===== src/hw/wdw_pkg.sv =====
// package of the windowed watchdog: register map, reset values, states
// assumes one 10 MHz peripheral clock drives every user of this package
package wdw_pkg;

    // ----------------------------------------------------------------
    // register map, byte addresses on the plain register port
    // ----------------------------------------------------------------
    localparam logic [7:0] WDW_OFF_CTRL = 8'h00;
    localparam logic [7:0] WDW_OFF_RELOAD = 8'h04;
    localparam logic [7:0] WDW_OFF_WINDOW = 8'h08;
    localparam logic [7:0] WDW_OFF_SERVICE = 8'h0C;
    localparam logic [7:0] WDW_OFF_STATUS = 8'h10;
    localparam logic [7:0] WDW_OFF_COUNT = 8'h14;

    // ----------------------------------------------------------------
    // field positions
    // ----------------------------------------------------------------
    localparam int WDW_CTRL_ENABLE_BIT = 0;
    localparam int WDW_CTRL_PRESCALE_BIT = 1;
    localparam int WDW_CTRL_WINDOW_BIT = 2;
    localparam int WDW_STAT_PREWARN_BIT = 0;
    localparam int WDW_STAT_NMI_BIT = 1;
    localparam int WDW_STAT_RESET_BIT = 2;

    // ----------------------------------------------------------------
    // reset values and counts
    // ----------------------------------------------------------------
    localparam logic [7:0] WDW_RELOAD_RST = 8'h00;
    localparam logic [7:0] WDW_WINDOW_RST = 8'h00;
    localparam logic [7:0] WDW_BYTE_ZERO = 8'h00;
    localparam logic [7:0] WDW_BYTE_FULL = 8'hFF;
    localparam logic [5:0] WDW_PREWARN_TICKS = 6'h30;
    localparam int WDW_DIV_FAST = 2;
    localparam int WDW_DIV_SLOW = 128;
    localparam int WDW_PRESCALE_W = 7;

    typedef struct packed {
        logic window_en;
        logic prescale_select;
        logic enable;
    } wdw_ctrl_t;

    localparam wdw_ctrl_t WDW_CTRL_RST = 3'h0;

    typedef enum logic [1:0] {
        WDW_ST_COUNT = 2'b00,
        WDW_ST_PREWARN = 2'b01,
        WDW_ST_RESET = 2'b10
    } wdw_state_t;

endpackage : wdw_pkg


===== src/hw/wdw_count_stage.sv =====
// one 8-bit stage of the watchdog counter, cascaded through carry
// assumes load and inc come from the same clock domain
`timescale 1ns/10ps
module wdw_count_stage (
    input wire logic mclk, // peripheral clock
    input wire logic reset, // async, active high
    input wire logic inc, // count up by one
    input wire logic load, // load wins over inc
    input wire logic [7:0] load_val, // value to load
    output logic [7:0] q, // stage value
    output logic carry // inc while at all ones
);
    logic [7:0] q_d;

    always_comb begin
        carry = inc && (q == wdw_pkg::WDW_BYTE_FULL);
        if (load) begin
            q_d = load_val;
        end else if (inc) begin
            q_d = q + 8'h01;
        end else begin
            q_d = q;
        end
    end

    always_ff @(posedge mclk or posedge reset) begin
        if (reset) begin
            q <= 8'h00;
        end else begin
            q <= q_d;
        end
    end
endmodule : wdw_count_stage


===== src/hw/wdw_prescaler.sv =====
// prescaler of the watchdog: one tick per 2 or per 128 clocks
// assumes run is already gated by enable and debug state
`timescale 1ns/10ps
module wdw_prescaler (
    input wire logic mclk, // peripheral clock
    input wire logic reset, // async, active high
    input wire logic run, // advance the divider
    input wire logic prescale_select, // 0: divide by 2, 1: by 128
    output logic tick // one-cycle count tick
);
    localparam logic [6:0] MASK_FAST = 7'(wdw_pkg::WDW_DIV_FAST - 1);
    localparam logic [6:0] MASK_SLOW = 7'(wdw_pkg::WDW_DIV_SLOW - 1);

    logic [6:0] cnt_q;
    logic [6:0] cnt_d;
    logic [6:0] mask;

    always_comb begin
        mask = prescale_select ? MASK_SLOW : MASK_FAST;
        tick = run && ((cnt_q & mask) == mask);
        cnt_d = run ? cnt_q + 7'h01 : cnt_q;
    end

    always_ff @(posedge mclk or posedge reset) begin
        if (reset) begin
            cnt_q <= 7'h00;
        end else begin
            cnt_q <= cnt_d;
        end
    end
endmodule : wdw_prescaler


===== src/hw/wdw_watchdog.sv =====
// windowed watchdog top: register port, 16-bit counter, prewarning phase
// assumes inputs synchronous to mclk and a master that never waits
// Operation
// - sixteen-bit counter, two cascaded byte stages
// - tick is clock over 2 or 128
// - service loads high byte, clears low byte
// - overflow raises nmi, enters prewarning
// - prewarning lasts 30 hex ticks, then reset
// - service inside window: prewarning, no nmi
// - window spans zero to boundary byte times 256
// - debug mode freezes the counter
// - window above reload shortens the period
//
// Design decisions made here: the address map and the strobed register port.
`timescale 1ns/10ps
module wdw_watchdog (
    input wire logic mclk, // 10 MHz peripheral clock
    input wire logic reset, // async, active high
    input wire logic [7:0] addr, // register byte address
    input wire logic [31:0] wdata, // write data
    input wire logic wr_en, // one-cycle write strobe
    input wire logic rd_en, // one-cycle read strobe
    output logic [31:0] rdata, // read data, cycle after rd_en
    input wire logic debug_mode, // high while halted in debug
    output logic timeout_nmi_out, // watchdog nmi, level
    output logic system_reset_out // system reset request, level
);
    // ----------------------------------------------------------------
    // state
    // ----------------------------------------------------------------
    wdw_pkg::wdw_ctrl_t ctrl_q;
    wdw_pkg::wdw_ctrl_t ctrl_d;
    logic [7:0] reload_high_byte_q;
    logic [7:0] reload_high_byte_d;
    logic [7:0] window_boundary_byte_q;
    logic [7:0] window_boundary_byte_d;
    logic [31:0] rdata_q;
    logic [31:0] rdata_d;
    wdw_pkg::wdw_state_t state_q;
    wdw_pkg::wdw_state_t state_d;
    logic [5:0] prewarn_cnt_q;
    logic [5:0] prewarn_cnt_d;
    logic nmi_q;
    logic nmi_d;
    logic rst_out_q;
    logic rst_out_d;

    logic run;
    logic tick;
    logic count_tick;
    logic [7:0] lo_q;
    logic [7:0] hi_q;
    logic lo_carry;
    logic hi_carry;
    logic [15:0] watchdog_counter;
    logic service;
    logic in_window;
    logic valid_service;
    logic invalid_service;
    logic overflow;
    logic [7:0] load_hi;

    assign watchdog_counter = {hi_q, lo_q};

    // ----------------------------------------------------------------
    // counting path
    // ----------------------------------------------------------------
    // debug only stops counting; registers stay reachable for the debugger
    assign run = ctrl_q.enable && !debug_mode;
    assign count_tick = tick && (state_q == wdw_pkg::WDW_ST_COUNT);

    wdw_prescaler u_prescaler (
        .mclk(mclk),
        .reset(reset),
        .run(run),
        .prescale_select(ctrl_q.prescale_select),
        .tick(tick)
    );

    // low stage clears on service, high stage takes the reload byte, or the window byte when that is larger and window_en is set
    wdw_count_stage u_stage_lo (
        .mclk(mclk),
        .reset(reset),
        .inc(count_tick),
        .load(valid_service),
        .load_val(wdw_pkg::WDW_BYTE_ZERO),
        .q(lo_q),
        .carry(lo_carry)
    );

    wdw_count_stage u_stage_hi (
        .mclk(mclk),
        .reset(reset),
        .inc(lo_carry),
        .load(valid_service),
        .load_val(load_hi),
        .q(hi_q),
        .carry(hi_carry)
    );

    // ----------------------------------------------------------------
    // service decode and window check
    // ----------------------------------------------------------------
    always_comb begin
        service = wr_en && (addr == wdw_pkg::WDW_OFF_SERVICE);
        // boundary inclusive: a hit on boundary*256 is still too early
        in_window = ctrl_q.window_en &&
                    (watchdog_counter <= {window_boundary_byte_q, wdw_pkg::WDW_BYTE_ZERO});
        // services after prewarning start are ignored
        valid_service = service && (state_q == wdw_pkg::WDW_ST_COUNT) && !in_window;
        invalid_service = service && (state_q == wdw_pkg::WDW_ST_COUNT) && in_window;
        // a service on the overflow edge still counts as in time
        overflow = hi_carry && !valid_service;
        if (ctrl_q.window_en && (window_boundary_byte_q > reload_high_byte_q)) begin
            load_hi = window_boundary_byte_q;
        end else begin
            load_hi = reload_high_byte_q;
        end
    end

    // ----------------------------------------------------------------
    // timeout sequence
    // ----------------------------------------------------------------
    always_comb begin
        state_d = state_q;
        prewarn_cnt_d = prewarn_cnt_q;
        nmi_d = nmi_q;
        rst_out_d = rst_out_q;
        case (state_q)
            wdw_pkg::WDW_ST_COUNT: begin
                prewarn_cnt_d = 6'h00;
                if (overflow) begin
                    nmi_d = 1'b1;
                    state_d = wdw_pkg::WDW_ST_PREWARN;
                end else if (invalid_service) begin
                    state_d = wdw_pkg::WDW_ST_PREWARN;
                end
            end
            wdw_pkg::WDW_ST_PREWARN: begin
                if (tick) begin
                    prewarn_cnt_d = prewarn_cnt_q + 6'h01;
                    if (prewarn_cnt_q + 6'h01 == wdw_pkg::WDW_PREWARN_TICKS) begin
                        rst_out_d = 1'b1;
                        state_d = wdw_pkg::WDW_ST_RESET;
                    end
                end
            end
            wdw_pkg::WDW_ST_RESET: begin
                // held until the system reset comes back to us
                rst_out_d = 1'b1;
            end
            default: begin
                state_d = wdw_pkg::WDW_ST_COUNT;
            end
        endcase
    end

    always_ff @(posedge mclk or posedge reset) begin
        if (reset) begin
            state_q <= wdw_pkg::WDW_ST_COUNT;
            prewarn_cnt_q <= 6'h00;
            nmi_q <= 1'b0;
            rst_out_q <= 1'b0;
        end else begin
            state_q <= state_d;
            prewarn_cnt_q <= prewarn_cnt_d;
            nmi_q <= nmi_d;
            rst_out_q <= rst_out_d;
        end
    end

    assign timeout_nmi_out = nmi_q;
    assign system_reset_out = rst_out_q;

    // ----------------------------------------------------------------
    // register port
    // ----------------------------------------------------------------
    always_comb begin
        ctrl_d = ctrl_q;
        reload_high_byte_d = reload_high_byte_q;
        window_boundary_byte_d = window_boundary_byte_q;
        rdata_d = 32'h0000_0000;
        if (wr_en) begin
            case (addr)
                wdw_pkg::WDW_OFF_CTRL: begin
                    ctrl_d.enable = wdata[wdw_pkg::WDW_CTRL_ENABLE_BIT];
                    ctrl_d.prescale_select = wdata[wdw_pkg::WDW_CTRL_PRESCALE_BIT];
                    ctrl_d.window_en = wdata[wdw_pkg::WDW_CTRL_WINDOW_BIT];
                end
                wdw_pkg::WDW_OFF_RELOAD: begin
                    reload_high_byte_d = wdata[7:0];
                end
                wdw_pkg::WDW_OFF_WINDOW: begin
                    window_boundary_byte_d = wdata[7:0];
                end
                default: begin
                    ctrl_d = ctrl_q;
                end
            endcase
        end
        if (rd_en) begin
            case (addr)
                wdw_pkg::WDW_OFF_CTRL: begin
                    rdata_d[wdw_pkg::WDW_CTRL_ENABLE_BIT] = ctrl_q.enable;
                    rdata_d[wdw_pkg::WDW_CTRL_PRESCALE_BIT] = ctrl_q.prescale_select;
                    rdata_d[wdw_pkg::WDW_CTRL_WINDOW_BIT] = ctrl_q.window_en;
                end
                wdw_pkg::WDW_OFF_RELOAD: begin
                    rdata_d[7:0] = reload_high_byte_q;
                end
                wdw_pkg::WDW_OFF_WINDOW: begin
                    rdata_d[7:0] = window_boundary_byte_q;
                end
                wdw_pkg::WDW_OFF_STATUS: begin
                    rdata_d[wdw_pkg::WDW_STAT_PREWARN_BIT] = (state_q == wdw_pkg::WDW_ST_PREWARN);
                    rdata_d[wdw_pkg::WDW_STAT_NMI_BIT] = nmi_q;
                    rdata_d[wdw_pkg::WDW_STAT_RESET_BIT] = rst_out_q;
                end
                wdw_pkg::WDW_OFF_COUNT: begin
                    rdata_d[15:0] = watchdog_counter;
                end
                default: begin
                    rdata_d = 32'h0000_0000;
                end
            endcase
        end
    end

    always_ff @(posedge mclk or posedge reset) begin
        if (reset) begin
            ctrl_q <= wdw_pkg::WDW_CTRL_RST;
            reload_high_byte_q <= wdw_pkg::WDW_RELOAD_RST;
            window_boundary_byte_q <= wdw_pkg::WDW_WINDOW_RST;
            rdata_q <= 32'h0000_0000;
        end else begin
            ctrl_q <= ctrl_d;
            reload_high_byte_q <= reload_high_byte_d;
            window_boundary_byte_q <= window_boundary_byte_d;
            rdata_q <= rdata_d;
        end
    end

    assign rdata = rdata_q;
endmodule : wdw_watchdog


===== config.mk =====
export PLATFORM = sky130hd
export DESIGN_NAME = wdw_watchdog
export DESIGN_NICKNAME = d
export VERILOG_FILES = /design/src/hw/wdw_pkg.sv /design/src/hw/wdw_count_stage.sv /design/src/hw/wdw_prescaler.sv /design/src/hw/wdw_watchdog.sv
export SDC_FILE = /design/constraint.sdc
export NUM_CORES = 1
export LEC_CHECK = 0
export BUFFER_PORTS_ARGS = -buffer_cell sky130_fd_sc_hd__buf_2
export CAP_MARGIN = 20
export CORE_MARGIN = 1.5
export CORE_UTILIZATION = 60
export CTS_BUF_LIST = sky130_fd_sc_hd__clkbuf_16
export DETAILED_ROUTE_END_ITERATION = 12
export PLACE_DENSITY_LB_ADDON = 0.05
export SLEW_MARGIN = 5
export SYNTH_ARGS = -nofsm -noshare
export SYNTH_HDL_FRONTEND = slang
export SYNTH_HIERARCHICAL = 1
export SYNTH_SLANG_ARGS = --single-unit

===== constraint.sdc =====
create_clock -name mclk -period 4.4 [get_ports mclk]
set_input_delay 0.44 -clock mclk [delete_from_list [all_inputs] [get_ports mclk]]
set_output_delay 0.44 -clock mclk [all_outputs]
set_load 0.05 [all_outputs]

==> run metrics <==
leakage=2.19 nW; crit-path leading delay family=simple AND/OR/NAND/NOR gates; FF+latch count, synth=68; unique cell type count in the Yosys netlist=59; Most used DFF post-synth=dfrtp_1; Power Dens Cells=330 nW/µm²; Mapped Cells=391; WP data required=4.63 ns; Die ar.=7190 µm²; VDD IR max=197 µV; Synth async-reset ratio=100%; via count=2,977; final setup margin=1.10 ns; share of cells above drive strength 1=21.8%; Core Region=6420 µm²; area grow syn2layout=11.2%; Syn Area/Cell=10.3 µm²; drt first pass iters=9; Hold-fix buffers, CTS=0; Synth area leaders=dfrtp_1 (42%), ha_1 (6.2%), nand2_1 (4.4%); Worst-Skew Late Latency=0.33 ns; nets=502; worst relative slew slack=39.8%; Final Core Density=69.5%; Placer Congestion=0.857; EDFF count, synth=0; failing checks=design-rule violations; critical path arrival=3.53 ns; CP cell instances=nor2b_1 > nand4_2 > nor2_2 > a31o_2 > and2_1 > nand3_1 > nor3_1 > buf_4 > nand3_1 > nor3_1 > a21oi_1 > a221oi_2; max-slew violations=0; wire length per cell=16.1 µm; Multi-input gate area=2100 µm²; DR DRC count=4; Max Clock Freq=0.303 GHz; crit share post-route=75.0%; CP Capture Type=flop; largest net degree at the start of global routing=46; Hold Fails Final Rpt=0; Final Cell Area=4460 µm²; total CTS buffers=9; initial antenna violation count=0; mapped cell area=4020 µm²; sequential area share after synthesis=42.4%; GRT overflow=0; CTS tree=built; setup bufs post-CTS=0; CTS H-tree depth=3; drt via density=5.76; Sink Count=68; status=finished with violations; min cycle time layout=3.30 ns; setup_tns=0 ns; Die Span Y=84.8 µm; I/O Buffers=38; dpl cell area=4190 µm²; placed instance count=503; worst hold path class=in -> async; Crit-path slowest cell=nor2b_1; fillcell total=497; Place WS=0.948 ns; register area=1700 µm²; # setup viols final=0; critical path's largest stage delay=0.41 ns; worst-margin pin slew=0.902 ns; clock root cell=clkbuf_16; total track usage=24.8%; vias in the first global route=2,887; RSZ-0062 raised after global routing=false; Non-Filler Instances=517; YS warnings=6; Post-Route Skew=0.00940 ns; Routed WL=8320 µm; Startpoint Class=flop; Hold WS=0.108 ns; final antenna-violating net count=0; max cap viols=0; initial drt markers=176; buffer levels on the longest clock path=2; CP bufs+invs=1; total power draw=1.47 mW; cell taking the most area after synthesis=dfrtp_1; critical path type=reg -> reg; IO Pins=79; most common cell in the netlist=dfrtp_1; post-CTS sizing=0; row count=29; Detailed Place HPWL=6290 µm; initial core utilization=62.5%; Yosys top cell area share=42.4%; # diodes=0; first-pass GRT wire length=13,900 µm; top cells by count, synth=dfrtp_1 (68), nand2_1 (47), inv_1 (25), ha_1 (20), buf_4 (18); Die Width=84.8 µm; clk slew on worst S/H paths=0.05 ns; crit path max fanout=9
## report_power, final
part | switching [mW] | internal (mW) | total (mW)
combinational | 0.0964 | 0.0505 | 0.147
clock | 0.241 | 0.424 | 0.665
sequential | 0.0198 | 0.642 | 0.662
total | 0.357 | 1.12 | 1.47
## placed cells by master, fill, tap and decap left out, types with 13 or more instances in the layout
master	instances
conb_1	24
ha_1	20
nand3_1	17
o21ai_0	13
a21oi_1	15
dfrtp_1	68
nand2_1	47
buf_2	38
inv_1	25
## cell type report
cell class	instances	share of cell area [%]
multi-input combinational	293	46.9
inverter	25	2.10
clock buffer	9	5.04
tap	77	2.16
timing repair buffer	40	4.60
clock inverter	5	1.04
sequential	68	38.1
## worst paths after layout
kind / startpoint / end / slack, ns / cells after the start
max: ctrl_q[0] / state_q[0] / 1.10 / 12
min: reset / u_prescaler/cnt_q[0] / 0.11 / 2
max reg2reg: ctrl_q[0] / state_q[0] / 1.10 / 12
min reg2reg: u_prescaler/cnt_q[6] / u_prescaler/cnt_q[6] / 0.47 / 1
max in group asynchronous: reset / rdata[3] / 3.45 / 2
min in group mclk: wdata[6] / window_boundary_byte_q[6] / 0.37 / 2
## registers in the layout, indices dropped and copies added, names as in the netlist
signal / count
u_prescaler/cnt_q: 7
prewarn_cnt_q: 6
window_boundary_byte_q: 8
timeout_nmi_out: 1
system_reset_out: 1
rdata: 16
ctrl_q: 3
reload_high_byte_q: 8
u_stage_lo/q: 8
state_q: 2
u_stage_hi/q: 8
## cell families after synthesis
family | after synthesis | synth area share [%]
multiplexers | 33 | 10.8
adder cells (fa/ha/maj) | 20 | 6.23
other | 1 | 0.0934
AND/OR/NAND/NOR | 140 | 20.2
buffers and inverters | 53 | 7.57
AO/OA/AOI/OAI | 62 | 9.72
XOR/XNOR | 14 | 3.05
flip-flops | 68 | 42.4
## routing by layer
| layer | GRT usage, % | part of all wire, % | wire length (µm) |
|---|---|---|---|
| met3 | 4.03 | 5.8 | 481 |
| met5 | 0 | 0 | 0 |
| met2 | 40.6 | 49 | 4070 |
| met1 | 34.0 | 44 | 3680 |
| met4 | 8.20 | 1.1 | 92 |
Power figures use the tool's default switching activity.
